### src/mlsi_pkg.sv
package mlsi_pkg;
  localparam int unsigned CLK_HZ          = 20_000_000;
  localparam int unsigned GREEN_MS        = 200;
  localparam int unsigned YELLOW_MS       = 200;
  localparam int unsigned RED_MS          = 1000;
  localparam int unsigned CONTEND_MS      = 1000;
  localparam int unsigned GREEN_CYC       = CLK_HZ / 1000 * GREEN_MS;
  localparam int unsigned YELLOW_CYC      = CLK_HZ / 1000 * YELLOW_MS;
  localparam int unsigned RED_CYC         = CLK_HZ / 1000 * RED_MS;
  localparam int unsigned CONTEND_CYC     = CLK_HZ / 1000 * CONTEND_MS;
  localparam int unsigned TMR_W           = 25;
  localparam int unsigned MAX_FRAME_BYTES = 256;
  localparam int unsigned CNT_W           = 16;
  localparam logic [7:0]  ADDR_BCAST      = 8'h00;
  localparam logic [7:0]  ADDR_MIN        = 8'h01;
  localparam logic [7:0]  ADDR_MAX        = 8'hf7;
  localparam logic [8:0]  LEN_RESET       = 9'h000;
  localparam logic [CNT_W-1:0] CNT_RESET  = 16'h0000;

  typedef enum logic [3:0] {
    MLSI_ERR_NONE    = 4'h0,
    MLSI_ERR_CRC     = 4'h1,
    MLSI_ERR_FRAMING = 4'h2,
    MLSI_ERR_OVERRUN = 4'h3,
    MLSI_ERR_PARSE   = 4'h4,
    MLSI_ERR_REQUEST = 4'h5
  } mlsi_err_t;

  typedef enum logic [2:0] {
    MLSI_LAMP_OFF     = 3'b000,
    MLSI_LAMP_GREEN   = 3'b001,
    MLSI_LAMP_YELLOW  = 3'b010,
    MLSI_LAMP_RED     = 3'b011,
    MLSI_LAMP_CONTEND = 3'b100
  } mlsi_lamp_t;
endpackage

### src/mlsi_lamp_timer.sv
`timescale 1ns/1ps
module mlsi_lamp_timer
  import mlsi_pkg::*;
(
  input  wire logic             i_clk,
  input  wire logic             i_reset,
  input  wire logic             i_load,
  input  wire mlsi_lamp_t       i_colour,
  input  wire logic [TMR_W-1:0] i_cycles,
  input  wire logic             i_hold,
  output logic                  o_red,
  output logic                  o_green
);
  mlsi_lamp_t       lamp_q;
  logic [TMR_W-1:0] tmr_q;

  always_ff @(posedge i_clk) begin
    if (i_reset) begin
      lamp_q <= MLSI_LAMP_OFF;
      tmr_q  <= '0;
    end else if (i_load) begin
      lamp_q <= i_colour;
      tmr_q  <= i_cycles;
    end else if (tmr_q > 1 || (i_hold && lamp_q == MLSI_LAMP_YELLOW)) begin
      tmr_q  <= (tmr_q > 1) ? tmr_q - 1'b1 : tmr_q;
    end else begin
      lamp_q <= MLSI_LAMP_OFF;
      tmr_q  <= '0;
    end
  end

  // bicolour lamp: yellow is red plus green
  always_ff @(posedge i_clk) begin
    if (i_reset) begin
      o_red   <= 1'b0;
      o_green <= 1'b0;
    end else begin
      unique case (lamp_q)
        MLSI_LAMP_OFF: begin
          o_red   <= 1'b0;
          o_green <= 1'b0;
        end
        MLSI_LAMP_GREEN: begin
          o_red   <= 1'b0;
          o_green <= 1'b1;
        end
        MLSI_LAMP_YELLOW: begin
          o_red   <= 1'b1;
          o_green <= 1'b1;
        end
        MLSI_LAMP_RED: begin
          o_red   <= 1'b1;
          o_green <= 1'b0;
        end
        MLSI_LAMP_CONTEND: begin
          o_red   <= tmr_q[21];
          o_green <= 1'b1;
        end
        default: begin
          o_red   <= 1'b0;
          o_green <= 1'b0;
        end
      endcase
    end
  end
endmodule

### src/mlsi_status.sv
`timescale 1ns/1ps
// What this block does
// - lamp dark while the bus is idle
// - own good frame lights green 200 ms
// - foreign frame yellow 200 ms or frame length
// - bus activity during reply prep shows contention
// - invalid frame lights red one second
// - invalid frame stores matching error code
// - failed checksum is an invalid frame
// - character framing failure is an invalid frame
// - frame over 256 bytes is overrun error
// - undecodable frame is a parse error
// - unservable request gives exception, stores code
// - invalid request on valid frame stays green
// - other errors store code but raise no exception
// - separate tallies for four error kinds
// - addresses 1..247 unicast, 0 broadcast
module mlsi_status
  import mlsi_pkg::*;
(
  input  wire logic             i_clk,
  input  wire logic             i_reset,
  input  wire logic             i_rx_line,
  input  wire logic [7:0]       i_own_addr,
  input  wire logic             i_byte_valid,
  input  wire logic             i_byte_framing_err,
  input  wire logic             i_frame_start,
  input  wire logic             i_frame_end,
  input  wire logic [7:0]       i_frame_addr,
  input  wire logic             i_crc_ok,
  input  wire logic             i_parse_ok,
  input  wire logic             i_request_ok,
  input  wire logic             i_reply_prep,
  output logic                  o_lamp_red,
  output logic                  o_lamp_green,
  output logic                  o_exception_req,
  output logic                  o_reply_abort,
  output logic [3:0]            o_error_code_store,
  output logic [CNT_W-1:0]      o_checksum_fail_tally,
  output logic [CNT_W-1:0]      o_char_framing_fail_tally,
  output logic [CNT_W-1:0]      o_frame_parse_fail_tally,
  output logic [CNT_W-1:0]      o_buffer_overflow_tally
);
  function automatic logic addr_is_ours(input logic [7:0] a, input logic [7:0] own);
    addr_is_ours = (a == ADDR_BCAST) ||
                   (a >= ADDR_MIN && a <= ADDR_MAX && a == own);
  endfunction

  logic             rx_s1_q;
  logic             rx_s2_q;
  logic             rx_prev_q;
  logic             in_frame_q;
  logic             frame_err_q;
  logic [8:0]       len_q;
  logic             overrun_q;
  logic             load;
  mlsi_lamp_t       colour;
  logic [TMR_W-1:0] cycles;
  logic             bad_frame;
  logic             own_frame;
  logic             bus_edge;
  logic             byte_bad;

  always_ff @(posedge i_clk) begin
    if (i_reset) begin
      rx_s1_q   <= 1'b1;
      rx_s2_q   <= 1'b1;
      rx_prev_q <= 1'b1;
    end else begin
      rx_s1_q   <= i_rx_line;
      rx_s2_q   <= rx_s1_q;
      rx_prev_q <= rx_s2_q;
    end
  end

  assign bus_edge = rx_prev_q != rx_s2_q;

  // frame open between start and end
  always_ff @(posedge i_clk) begin
    if (i_reset) begin
      in_frame_q <= 1'b0;
    end else if (i_frame_start) begin
      in_frame_q <= 1'b1;
    end else if (i_frame_end) begin
      in_frame_q <= 1'b0;
    end
  end

  assign byte_bad = i_byte_valid && i_byte_framing_err;

  // a byte landing with the start belongs to the new frame
  always_ff @(posedge i_clk) begin
    if (i_reset) begin
      frame_err_q <= 1'b0;
    end else if (i_frame_start) begin
      frame_err_q <= byte_bad;
    end else if (byte_bad) begin
      frame_err_q <= 1'b1;
    end
  end

  always_ff @(posedge i_clk) begin
    if (i_reset) begin
      len_q     <= LEN_RESET;
      overrun_q <= 1'b0;
    end else if (i_frame_start) begin
      len_q     <= i_byte_valid ? 9'h001 : LEN_RESET;
      overrun_q <= 1'b0;
    end else if (i_byte_valid) begin
      if (len_q == 9'(MAX_FRAME_BYTES)) begin
        overrun_q <= 1'b1;
      end else begin
        len_q <= len_q + 9'h001;
      end
    end
  end

  assign bad_frame = frame_err_q || overrun_q || !i_crc_ok || !i_parse_ok;
  assign own_frame = addr_is_ours(i_frame_addr, i_own_addr);

  // contention relies on others releasing the bus promptly
  always_comb begin
    load   = 1'b0;
    colour = MLSI_LAMP_OFF;
    cycles = '0;
    if (i_reply_prep && bus_edge) begin
      load   = 1'b1;
      colour = MLSI_LAMP_CONTEND;
      cycles = TMR_W'(CONTEND_CYC);
    end else if (i_frame_end && bad_frame) begin
      load   = 1'b1;
      colour = MLSI_LAMP_RED;
      cycles = TMR_W'(RED_CYC);
    end else if (i_frame_end && own_frame) begin
      load   = 1'b1;
      colour = MLSI_LAMP_GREEN;
      cycles = TMR_W'(GREEN_CYC);
    end else if (i_frame_start && !own_frame) begin
      load   = 1'b1;
      colour = MLSI_LAMP_YELLOW;
      cycles = TMR_W'(YELLOW_CYC);
    end
  end

  mlsi_lamp_timer u_timer (
    .i_clk    (i_clk),
    .i_reset  (i_reset),
    .i_load   (load),
    .i_colour (colour),
    .i_cycles (cycles),
    .i_hold   (in_frame_q),
    .o_red    (o_lamp_red),
    .o_green  (o_lamp_green)
  );

  always_ff @(posedge i_clk) begin
    if (i_reset) begin
      o_error_code_store <= MLSI_ERR_NONE;
    end else if (i_frame_end && frame_err_q) begin
      o_error_code_store <= MLSI_ERR_FRAMING;
    end else if (i_frame_end && overrun_q) begin
      o_error_code_store <= MLSI_ERR_OVERRUN;
    end else if (i_frame_end && !i_crc_ok) begin
      o_error_code_store <= MLSI_ERR_CRC;
    end else if (i_frame_end && !i_parse_ok) begin
      o_error_code_store <= MLSI_ERR_PARSE;
    end else if (i_frame_end && own_frame && !i_request_ok) begin
      o_error_code_store <= MLSI_ERR_REQUEST;
    end
  end

  // exception request for a good frame with an unservable request
  always_ff @(posedge i_clk) begin
    if (i_reset) begin
      o_exception_req <= 1'b0;
    end else begin
      o_exception_req <= i_frame_end && !bad_frame && own_frame && !i_request_ok;
    end
  end

  always_ff @(posedge i_clk) begin
    if (i_reset) begin
      o_reply_abort <= 1'b0;
    end else begin
      o_reply_abort <= i_reply_prep && bus_edge;
    end
  end

  // tallies wrap; each judged on the frame end
  always_ff @(posedge i_clk) begin
    if (i_reset) begin
      o_checksum_fail_tally <= CNT_RESET;
    end else if (i_frame_end && !i_crc_ok) begin
      o_checksum_fail_tally <= o_checksum_fail_tally + 1'b1;
    end
  end

  always_ff @(posedge i_clk) begin
    if (i_reset) begin
      o_char_framing_fail_tally <= CNT_RESET;
    end else if (i_frame_end && frame_err_q) begin
      o_char_framing_fail_tally <= o_char_framing_fail_tally + 1'b1;
    end
  end

  always_ff @(posedge i_clk) begin
    if (i_reset) begin
      o_frame_parse_fail_tally <= CNT_RESET;
    end else if (i_frame_end && i_crc_ok && !i_parse_ok) begin
      o_frame_parse_fail_tally <= o_frame_parse_fail_tally + 1'b1;
    end
  end

  always_ff @(posedge i_clk) begin
    if (i_reset) begin
      o_buffer_overflow_tally <= CNT_RESET;
    end else if (i_frame_end && overrun_q) begin
      o_buffer_overflow_tally <= o_buffer_overflow_tally + 1'b1;
    end
  end
endmodule

### config.mk
export PLATFORM = sky130hd
export DESIGN_NAME = mlsi_status
export DESIGN_NICKNAME = d
export VERILOG_FILES = /design/src/mlsi_pkg.sv /design/src/mlsi_lamp_timer.sv /design/src/mlsi_status.sv
export SDC_FILE = /design/constraint.sdc
export NUM_CORES = 1
export LEC_CHECK = 0
export ABC_CLOCK_PERIOD_IN_PS = 6470
export BUFFER_PORTS_ARGS = -buffer_cell sky130_fd_sc_hd__buf_4
export CAP_MARGIN = 20
export CELL_PAD_IN_SITES_DETAIL_PLACEMENT = 2
export CELL_PAD_IN_SITES_GLOBAL_PLACEMENT = 2
export CORE_ASPECT_RATIO = 0.7
export CORE_MARGIN = 2
export CORE_UTILIZATION = 36
export CTS_BUF_LIST = sky130_fd_sc_hd__clkbuf_4 sky130_fd_sc_hd__clkbuf_8 sky130_fd_sc_hd__clkbuf_16
export DETAILED_ROUTE_END_ITERATION = 8
export PLACE_DENSITY = 0.88
export SYNTH_ARGS = -nofsm -noshare
export SYNTH_HDL_FRONTEND = slang
export SYNTH_HIERARCHICAL = 1
export SYNTH_SLANG_ARGS = --single-unit
### constraint.sdc
create_clock -name i_clk -period 6.47 [get_ports i_clk]
set_clock_uncertainty 0.2 [all_clocks]
set_input_delay 1.294 -clock i_clk [delete_from_list [all_inputs] [get_ports i_clk]]
set_output_delay 1.294 -clock i_clk [all_outputs]
set_load 0.05 [all_outputs]
# ---- After elaboration in Yosys (flattened, before gate mapping)
# Index checks and enable logic that the tools add are counted.
dict set report totals {
  ff_bits 114
  inputBits 27
  output_inout_bits 72
}
dict set report classes {
  add_sub_neg 6
  order_cmp 3
  n_eq_ne 10
  mux 32
  n_reduce_logical 42
}
# operator count
set ops {}
lappend ops {{two-way mux 25 bit} 5}
lappend ops {{adder 16 x 1 -> 16 bit (second input constant)} 4}
lappend ops {{two-way mux 22 bit} 2}
lappend ops {{two-way mux 9 bit} 3}
lappend ops {{greater-than comparator 25 x 1 -> 1 bit (second input constant)} 1}
lappend ops {{subtractor 25 x 1 -> 25 bit (second input constant)} 1}
lappend ops {{logical AND 1 bit} 18}
lappend ops {{two-way mux 3 bit} 5}
lappend ops {{two-way mux 2 bit} 6}
lappend ops {{two-way mux 1 bit} 10}
lappend ops {{adder 9 x 1 -> 9 bit (second input constant)} 1}
lappend ops {{equality test 9 bit (second input constant)} 1}
lappend ops {{equality test 8 bit} 1}
lappend ops {{>= comparator 8 x 1 -> 1 bit (second input constant)} 1}
lappend ops {{less-or-equal comparator 8 bit (second input constant)} 1}
lappend ops {{zero test 8 bit} 1}
lappend ops {{nonzero test 2 bit} 4}
lappend ops {{equality test 3 x 2 -> 1 bit (second input constant)} 2}
lappend ops {{OR reduction 2 bit} 3}
lappend ops {{zero test 1 bit} 5}
lappend ops {{logical OR 1 bit} 5}
lappend ops {{nonzero test 5 bit} 1}
lappend ops {{!= test 2 bit (second input constant)} 2}
lappend ops {{AND reduction 2 bit} 2}
lappend ops {{8 further kinds} 8}

# ---- Depth between registers and ports, before layout
# Gate-level depths: netlist (run 1).
dict set report logic_depth {
  ltp_word 11
  mapped_depth 11
  mapped_depth_nobuf 8
}

# ---- Hierarchy
# The synthesis (run 1) kept the hierarchy.
# module n_inst cells_per_inst area_per_inst_um2 seq_area_each_um2
set by_module_without_submodules {}
lappend by_module_without_submodules {mlsi_status 1 462 3966.3 1681.6}
lappend by_module_without_submodules {mlsi_lamp_timer 1 183 1542.7 600.6}

# ---- Least setup slack after synthesis (run 1)
# OpenSTA, ideal clock, no wires.
dict set report synth_timing {
  kind {input to register}
  start {in i_frame_addr[4]}
  end {reg u_timer.tmr_q[18]}
  setup_time_ns 0.069
  arrival_time_ns 3.749
  required_time_ns 6.201
  slack_ns 2.452
  cell_stages 10
  path_buffers 2
  cell_sequence {or4_1 > or2_2 > o311ai_0 > a221o_1 > clkbuf_1 > inv_1 > nor2_1 > clkbuf_1 > nand2_1 > o21ai_1}
}
dict set report synth_via {
  elab_chain_cells 11
}
# element line_no
set synth_lines {}
lappend synth_lines {{start: declaration} mlsi_status.sv:29} ;# input wire logic [7:0] i_frame_addr,
lappend synth_lines {{>= comparator 8 x 1 -> 1 bit / less-or-equal comparator 8 bit (equally long branches)} mlsi_status.sv:46} ;# (a >= ADDR_MIN && a <= ADDR_MAX && a == own);
lappend synth_lines {{logical AND 1 bit (2 in series)} mlsi_status.sv:46}
lappend synth_lines {{logical OR 1 bit *} mlsi_status.sv:45} ;# addr_is_ours = (a == ADDR_BCAST) ||
lappend synth_lines {{zero test 1 bit} mlsi_status.sv:138} ;# end else if (i_frame_start && !own_frame) begin
lappend synth_lines {{logical AND 1 bit} mlsi_status.sv:138}
lappend synth_lines {{two-way mux 1 bit / two-way mux 22 bit (equally long branches)} mlsi_status.sv:138}
lappend synth_lines {{two-way mux 1 bit / two-way mux 22 bit (equally long branches)} mlsi_status.sv:134} ;# end else if (i_frame_end && own_frame) begin
lappend synth_lines {{two-way mux 1 bit / two-way mux 25 bit (equally long branches)} mlsi_status.sv:130} ;# end else if (i_frame_end && bad_frame) begin
lappend synth_lines {{two-way mux 1 bit / two-way mux 25 bit (equally long branches)} mlsi_status.sv:126} ;# if (i_reply_prep && bus_edge) begin
lappend synth_lines {{!= test 3 x 2 -> 1 bit (no line) / two-way mux 25 bit (equally long branches)} --}
lappend synth_lines {{end signal: assignment} mlsi_lamp_timer.sv:23} ;# tmr_q <= i_cycles;
lappend synth_lines {{end signal: assignment} mlsi_lamp_timer.sv:25} ;# tmr_q <= (tmr_q > 1) ? tmr_q - 1'b1 : tmr_q;
lappend synth_lines {{end: declaration} mlsi_lamp_timer.sv:15} ;# logic [TMR_W-1:0] tmr_q;
# Mark *: on every way between the ends. The rest lies on a longest branch, timed or not.
# A chain may end at the register's enable or synchronous reset.

# ---- Worst setup path after layout (run 1)
dict set report layout_timing {
  start {in i_frame_addr[1]}
  end {reg u_timer.tmr_q[12]}
}
dict set report layout_via {
  elab_chain_cells 11
}
# element line_no
set layout_lines {}
lappend layout_lines {{>= comparator 8 x 1 -> 1 bit / less-or-equal comparator 8 bit (equally long branches)} mlsi_status.sv:46}
lappend layout_lines {{logical AND 1 bit (2 in series)} mlsi_status.sv:46}
lappend layout_lines {{logical OR 1 bit *} mlsi_status.sv:45}
lappend layout_lines {{zero test 1 bit} mlsi_status.sv:138}
lappend layout_lines {{logical AND 1 bit} mlsi_status.sv:138}
lappend layout_lines {{two-way mux 1 bit} mlsi_status.sv:138}
lappend layout_lines {{two-way mux 1 bit} mlsi_status.sv:134}
lappend layout_lines {{two-way mux 1 bit} mlsi_status.sv:130}
lappend layout_lines {{two-way mux 1 bit} mlsi_status.sv:126}
lappend layout_lines {{!= test 3 x 2 -> 1 bit (no line) / two-way mux 25 bit (equally long branches)} --}
# Marks and branches as above.

==> results by stage, run 1 <==
Status:
- The flow ran to the end, and the final reports show no timing, DRC or antenna violations.

GRT:
- Global routing used 28.2% of the available tracks across all layers.
- The number of antenna violations at the first check in global routing came to 0.
- Summed over all layers, the global routing overflow is 0.
- The maximum number of pins on one net before global-route repair is 90.
- The number of global-route vias before repair came to 6074.
- The first global-routing pass estimated 35.7 mm of wire.

Yosys:
- The count of unique library cells instantiated by Yosys is 59.
- The dominant cell type by area after synthesis is dfxtp_1.
- After Yosys synthesis, full adders, half adders and majority gates account for 1.82% of the synthesized area.
- The Yosys step of the flow raised 6 warnings.
- By area, the combinational part of the netlist is dominated by simple AND/OR/NAND/NOR gates.
- The flip-flop cell with the highest count after synthesis is dfxtp_1.
- Of the total synthesized cell area, the portion taken by XOR and XNOR cells is 10.2%.
- Each instance of the synthesized netlist takes up on average 8.54 um^2.
- The synthesized netlist devotes 14.2% of its cell area to compound gates.
- The number of flip-flops and latches in the synthesized netlist is 114.
- The top-area cell type share of the netlist area is 41.4%.
- The commonest cells after synthesis are dfxtp_1 (114), nor2_1 (64), nand2_1 (61), a21oi_1 (45), xor2_1 (41).
- The number of synthesized flops with an enable pin is 0.
- Ranked by total cell area, the synthesized netlist is headed by dfxtp_1 (41%), xor2_1 (6.5%), nor2_1 (4.4%).
- The post-synthesis simple-gate area fraction is 28.6%.
- The fraction of registers with async set/reset is 0%.
- The share of synthesized area occupied by flip-flops and latches is 41.4%.
- The multiplexer fraction of the synthesized cell area is 0.818%.
- The most numerous cell in the Yosys netlist is dfxtp_1.
- After synthesis the cells add up to 5510 um^2.
- The cell count after synthesis is 645.

Worst setup path:
- The critical path goes through buf_4, xnor2_1, nand4_1, o311ai_0, a221o_1, nor2_1, nand2_1, o21ai_0.
- On the critical path, the stage with the largest delay is an instance of a221o_1.
- Together, buffers and inverters on the worst path number 1.
- The delay contributed by the slowest stage of the critical path is 660 ps.
- For the worst setup path, the data required time is 6530 ps.
- The worst setup path is captured at a register.
- The arrival time at the worst endpoint is 4200 ps.
- Of all nets on the critical path, the largest fanout is 18.
- On the critical path the largest part of the delay comes from compound AO/OA/AOI/OAI gates.
- The element type at the critical path start is an input port.
- The startpoint-to-endpoint class of the critical path is input port to register.

Clock tree:
- The clock reaches the later pin of the worst-skew pair after 430 ps.
- In this run the deepest clock path goes through 2 buffers.
- The buffers inserted during post-CTS setup optimization is 0.
- The number of H-tree branching levels is 4.
- After clock tree synthesis, the clock-pin slew on the worst setup and hold paths is 60 ps.
- The cell sitting at the root of the clock tree is a clkbuf_16.
- In this run, CTS created clock tree buffers numbering 17.
- The TritonCTS clock tree is done.
- The sink count of the clock tree is 114.
- The hold-fix buffer count after cts is 0.
- Post-CTS repair changed the size of 0 cells.

Die:
- The die is 108 um tall.
- The total core area is 14800 um^2.
- From left edge to right edge, the die measures 152 um.
- Once the floorplan was initialized, standard cells occupied 37.2% of the core.
- The number of standard-cell rows in the floorplan is 37.
- The floorplan step defined a die boundary enclosing 16300 um^2.
- 99 I/O pins were placed.

Detailed routing:
- For this run, design rule violations remaining after detail routing come to 0.
- Summing over every cut layer, the via total after detailed routing is 5499.
- Dividing the detail-routed wire length by the instance count gives 23.4 um.
- The pre-antenna-repair detailed-routing pass consisted of 4 iterations.
- Using the TritonRoute via totals, the vias-per-cell ratio works out to 5.75.
- The detail route stage leaves a number of antenna-violating nets equal to 0.
- Wires add up to 22.4 mm.
- The count of routing violations after the opening detailed-route iteration is 272.

Final layout:
- The net count of the finished layout is 785.
- In the final layout, the share of cells above drive strength 1 is 19.4%.
- The growth of design area from synthesis to finish is 28.4%.
- The number of antenna diodes is 0.
- Fill cells in the final layout number 1625.

Timing:
- The worst path uses 64.0% of the clock period.
- The number of setup violations in the final report is 0.
- The headroom to the max-slew limit is 30.3%.
- The sum of negative setup slack is 0 ps.
- Setup repair after global routing left no endpoint under its margin.
- The number of hold violations in the final report came to 0.
- The final max-slew violation count was 0.
- Based on the critical path, the design can be clocked at up to 0.241 GHz.
- The transition at the pin with the smallest max-transition slack is 1040 ps.
- The minimum clock period after layout is 4140 ps.

Place:
- After legalization and detailed placement, the total HPWL measured 13.8 mm.
- Port buffering added 97 buffers.
- The congestion estimate from routability-driven global placement came to 0.762.

Job:
- The max-cap violation count is 0.

Power and ir drop:
- Total power for the finished layout comes to 1.98 mW.
- The leakage power figure is 2.72 nW.
- In this run the power density over the cells is 280 nW/um^2.
- The worst supply voltage drop on vdd is 156 uV.

Hold path:
- The path category of the worst min-delay check is register to register.
-- layout make-up --
cell class / instances / area, um^2 / share of cell area (%)
inverter: 13 / 48.8 / 0.690
multi-input combinational: 506 / 3120 / 44.1
clock buffer: 22 / 488 / 6.90
tap: 195 / 244 / 3.45
sequential: 114 / 2280 / 32.3
timing repair buffer: 98 / 736 / 10.4
clock inverter: 9 / 153 / 2.16
-- state kept, by name, summed over array words and instances, names as in the netlist --
name,count
rx_s1_q,1
o_checksum_fail_tally,16
len_q,9
u_timer/o_green,1
rx_s2_q,1
frame_err_q,1
o_reply_abort,1
o_error_code_store,3
o_exception_req,1
u_timer/tmr_q,25
u_timer/lamp_q,3
u_timer/o_red,1
o_frame_parse_fail_tally,16
o_buffer_overflow_tally,16
rx_prev_q,1
in_frame_q,1
overrun_q,1
o_char_framing_fail_tally,16
-- logic make-up (layout without fill, tap and decap cells) --
logic type / after synthesis / after routing
DFF: 114 / 114
buffers and inverters: 40 / 142
adders and majority gates: 8 / 8
AOI/OAI and AO/OA: 128 / 128
xor gates and xnor gates: 64 / 64
other: 1 / 16
and+or+nand+nor: 286 / 286
muxes: 4 / 4
-- final timing paths --
path | slack [ps] | cells past startpoint | start | end
hold / removal | 240 | 1 | rx_s1_q | rx_s2_q
setup reg to reg | 2990 | 6 | overrun_q | u_timer/tmr_q[12]
hold reg to reg | 240 | 1 | rx_s1_q | rx_s2_q
setup / recovery | 2330 | 8 | i_frame_addr[1] | u_timer/tmr_q[12]
-- cell usage in the layout (no fill, tap or decap), types with 4 or more instances in the layout --
| cell | count |
|---|---|
| o21ai_1 | 11 |
| clkbuf_8 | 4 |
| nand3_1 | 28 |
| conb_1 | 16 |
| o31ai_1 | 20 |
| or2_2 | 8 |
| ha_1 | 8 |
| xnor2_1 | 23 |
| nand2_1 | 61 |
| dfxtp_1 | 114 |
| or4_1 | 22 |
| bufinv_16 | 4 |
| inv_1 | 13 |
| xor2_1 | 41 |
| nor2_1 | 64 |
| nor3_1 | 13 |
| a21oi_1 | 45 |
| a311oi_1 | 4 |
| nand4_1 | 20 |
| nand2b_1 | 5 |
| and3_1 | 12 |
| and4_1 | 8 |
| o21ai_0 | 25 |
| buf_4 | 98 |
| or3_1 | 15 |
| clkbuf_16 | 17 |
-- power breakdown --
group,switching [mW],internal [mW],total [mW],leakage (nW)
Combinational,0.119,0.0638,0.183,1.47
Sequential,0.0280,0.724,0.752,0.928
Clock,0.359,0.686,1.04,0.319
-- per-stage QoR --
stage	setup slack (ps)	instances	hold slack, ps	utilization, %	cell area, um^2
after floorplan	2450	660	189	-	5570
after global placement	2280	926	200	43.4	6430
after detailed placement	2110	926	199	43.4	6430
after CTS	2370	957	240	47.8	7070
after global routing	2060	957	255	47.8	7070
final	2330	957	241	47.8	7070
-- metal layers --
metal  GRT usage (%)  vias to the layer above  share of wire (%)  wire (um)
li1                -                     2533                  -          -
met1            35.1                     2770                 45      10000
met2            47.6                      149                 48      10700
met3            6.40                       47                4.5       1020
met4            11.6                        0                2.8        617
met5               0                        -                  0          0
No activity file was read; power rests on OpenSTA's default activity.
==> inputs of run 2 (changes only) <==
ABC_AREA = 1   (was unset)
ABC_CLOCK_PERIOD_IN_PS = 3900   (was 6470)
CORE_UTILIZATION = 32   (was 36)
PLACE_DENSITY = 0.84   (was 0.88)
clock period = 3.9 ns   (was 6.47 ns; I/O delays follow)
==> run 2 against run 1 <==
Synthesized cell count increased by 34%. Total power increased by 68%. Combinational power increased by 120%. Largest cell class unchanged. Setup slack got worse by 1000 ps. Final cell count increased by 29%. Wire length decreased by 4.4%.
==> results by stage, run 2 <==
Clock tree:
- The number of clock buffers inserted by TritonCTS is 17 (unchanged).
- The sink count of the clock tree is 114 (unchanged).
- TritonCTS built the clock tree.
- The clock latency on the worst-skew pair was 420 ps (about the same).
- The hold-fix buffer count after cts is 0 (unchanged).
- The buffers inserted during post-CTS setup optimization is 0 (unchanged).
- The number of H-tree branching levels is 4 (unchanged).
- The number of gates resized after cts was 0 (unchanged).
- CTS placed an instance of clkbuf_16 at the clock tree root.
- The clock transition at the registers of the reported paths was 60 ps (about the same).
- The maximum buffer depth of the clock tree came to 2 (unchanged).

Worst setup path:
- The maximum net fanout on the critical path is 19 (+1).
- The start of the worst register-to-register path is u_timer/tmr_q[1].
- The worst reg-to-reg path cell count is 10 (+4).
- The critical path in this run is classified as input port to register.
- Walking the worst path, the cells encountered are buf_4, xnor2_1, nand2_1, nor2_1, nand3_1, nand3_1, nand2_1, inv_1, nand3_1, inv_2, nand3_4, nand2_4, a21oi_1.
- The setup slack of the worst register-to-register path is 1620 ps (-1370 ps).
- The element type at the critical path start is an input port.
- The worst setup path is captured at a register.
- The master of the slowest instance on the critical path is inv_2.
- The delay contributed by the slowest stage of the critical path is 370 ps (-290 ps).
- The arrival time at the worst endpoint is 2710 ps (-1490 ps).
- The cell that appears most often on the critical path is nand3_1.
- The reg-to-reg critical path endpoint is u_timer/tmr_q[20].
- The critical path required time is 4000 ps (-2530 ps).

GRT:
- The all-layer global routing usage was 22.0% (-6.2 points).
- The maximum number of pins on one net before global-route repair is 47 (-48%).
- The total congestion overflow after global routing is 0 (unchanged).
- The number of global-route vias before repair is 6459 (+6.3%).
- The wire length of the first global-routing pass is 34.8 mm (-2.5%).
- The number of antenna violations at the first check in global routing is 0 (unchanged).

Detailed routing:
- The via density per instance came to 4.95 (-14%).
- The remaining antenna violation count after routing was 0 (unchanged).
- The detailed-route wire length is 21.4 mm (-4.4%).
- The count of routing violations after the opening detailed-route iteration is 212 (-22%).
- The detailed-routing iteration count for the pre-antenna-repair pass is 4 (unchanged).
- The routed wirelength normalized by instance count is 17.3 um (-26%).
- The number of design rule violations left after detail routing is 0 (unchanged).
- The number of vias after detailed routing came to 6105 (+11%).

Timing:
- The final max-slew violation count is 0 (unchanged).
- The minimum clock period after layout is 2610 ps.
- The transition at the pin with the smallest max-transition slack came to 595 ps (-440 ps).
- The number of setup violations in the final report came to 0 (unchanged).
- The number of hold violations in the final report is 0 (unchanged).
- The sum of negative setup slack is 0 ps (unchanged).
- The fraction of the cycle the final worst path needs is 67.0%.
- The peak clock frequency supported by timing is 0.383 GHz.
- The headroom to the max-slew limit is 60.3% (+30 points).
- The worst hold slack across all endpoints is 206 ps (-35.3 ps).
- Setup repair after global routing left no endpoint under its margin.

Place:
- The HPWL after detailed placement is 15.6 mm (+13%).
- The count of buffers inserted at the top-level ports is 97 (unchanged).
- The placed cell count is 1201 (+30%).
- The routability congestion estimate from global placement is 0.767 (+0.76%).

Hold path:
- The worst hold path begins at rx_s1_q.
- The tightest min-delay check is of the register to register type.
- The path with the worst hold slack has its endpoint at rx_s2_q.
- The worst hold path stage count is 1 (unchanged).

Die:
- The total I/O pin count was 99 (unchanged).
- The number of standard-cell rows in the floorplan is 42 (+14%).
- The total core area is 18800 um^2 (+27%).
- The vertical die dimension is 120 um (+11%).
- The x dimension of the die came to 169 um (+11%).
- The full die area is 20200 um^2 (+24%).
- The initial core utilization is 32.4% (-4.7 points).

Power and ir drop:
- The worst supply voltage drop on vdd was 212 uV (+36%).
- The cell-internal power came to 2.38 mW (+62%).
- The clock share of power came to 50.4% (-2.4 points).
- The part of the total power dissipated in sequential elements came to 37.2% (-0.8 points).
- The power spent charging and discharging nets is 943 uW (+86%).
- The switching share of power came to 28.4% (+2.8 points).
- The leakage power figure is 3.42 nW (+26%).
- The relative contribution of combinational cells to total power came to 12.4% (+3.1 points).
- The power density over cell area came to 430 nW/um^2 (+54%).

Yosys:
- By area the synthesized netlist is led by dfxtp_1 (37%), nand2_1 (11%), inv_1 (6.6%).
- In the synthesized netlist the dominant register cell turns out to be dfxtp_1.
- dfxtp_1 takes more of the synthesized area than any other cell.
- The commonest cells after synthesis are nand2_1 (186), dfxtp_1 (114), inv_1 (107), nor2_1 (102), a21oi_1 (71).
- The mean instance size in the synthesized netlist is 7.08 um^2 (-17%).
- The share of synthesized area occupied by flip-flops and latches is 37.4% (-4.0 points).
- The count of yosys warnings during synthesis came to 6 (unchanged).
- The cell count after synthesis came to 862 (+34%).
- The count of unique library cells instantiated by Yosys is 45 (-24%).
- The fraction of registers with async set/reset was 0% (unchanged).
- The top-area cell type share of the netlist area is 37.4% (-4.0 points).
- The most numerous cell in the Yosys netlist is nand2_1.
- The number of synthesized flops with an enable pin is 0 (unchanged).
- The post-synthesis cell area is 6100 um^2 (+11%).
- The number of flip-flops and latches in the synthesized netlist is 114 (unchanged).

Final layout:
- The growth of design area from synthesis to finish is 26.6%.
- The final net count is 1013 (+29%).
- The most common library cell in the layout ignoring fill and taps is nand2_1.
- The share of final-layout standard cells stronger than drive strength 1 came to 20.9% (+1.5 points).
- Leaving out fill and tap cells, the most frequent cells in the layout are nand2_1 (186), dfxtp_1 (114), inv_1 (107).
- The number of antenna diodes is 0 (unchanged).
- The number of non-filler instances in the completed layout was 1233 (+29%).
- The largest register by flop count is u_timer/tmr_q.
- The flip-flop count of the largest register, all copies and words added came to 25 (unchanged).

Job:
- The max-cap violation count is 0 (unchanged).

Status:
- The run finished with clean final reports.
==> run 2: changes by cell type after synthesis, sizes merged, moves of 10 or more <==
cell,delta
nand2,+136
inv,+101
nor2,+58
a21oi,+37
nand3,+29
xor2,-26
or4,-23
o31ai,-19
or3,-15
and3,-12
nor3,+12
xnor2,-10
==> run 2: cell families after synthesis <==
logic type / after synthesis / share of synthesized area [%]
xor+xnor: 28 / 4.02
compound gates: 139 / 12.7
flops: 114 / 37.4
fa+ha+maj: 8 / 1.64
buf+inv: 135 / 9.06
simple gates: 437 / 35.1
other cells: 1 / 0.0614
==> run 2: worst max path at each step <==
stage                         to       startpoint  slack [ps]  cells past startpoint
5_1_grt        u_timer/tmr_q[11]  i_frame_addr[4]        1060                     13
2_1_floorplan  u_timer/tmr_q[10]  i_frame_addr[4]        1220                     15
6_report        u_timer/tmr_q[4]  i_frame_addr[4]        1290                     13
3_5_place_dp    u_timer/tmr_q[2]  i_frame_addr[4]         870                     13
3_3_place_gp   u_timer/tmr_q[11]  i_frame_addr[4]         970                     13
4_1_cts         u_timer/tmr_q[4]  i_frame_addr[4]        1290                     13
==> run 2: cell type report <==
type,instances,area [um^2]
clock buffer,19,453
clock inverter,13,173
fill,2258,11100
inverter,117,443
multi-input combinational,628,3320
sequential,114,2280
tap,242,303
timing repair buffer,100,751
==> run 2: routing by layer <==
layer / global-route usage, % / vias to the layer above / share of wire, %
met5: 0 / - / 0
met4: 5.45 / 0 / 0.84
met3: 4.55 / 15 / 4.0
met2: 35.9 / 86 / 46
met1: 30.0 / 3013 / 49
li1: - / 2991 / -
==> run 2: critical path, delay by kind of cell <==
family          cells  cell delay [ps]
xor+xnor            1              160
simple gates        8             1110
compound gates      1               90
buf+inv             3              560
==> run 2: metrics by stage <==
step | util, % | worst slack, ps | area [um^2] | power (mW)
after floorplan | - | 1220 | 6160 | 1.53
after global placement | 37.8 | 973 | 7100 | 1.65
after detailed placement | 37.8 | 871 | 7100 | 1.66
after CTS | 41.1 | 1290 | 7730 | 3.36
after global routing | 41.1 | 1060 | 7730 | 3.48
final | 41.1 | 1290 | 7730 | 3.32
==> run 2: power groups by stage <==
stage	logic (mW)	clock network [mW]	registers, mW
after CTS	0.413	1.71	1.24
after floorplan	0.258	0	1.28
final	0.411	1.68	1.24
after global routing	0.460	1.77	1.24
after global placement	0.389	0	1.26
after detailed placement	0.403	0	1.26
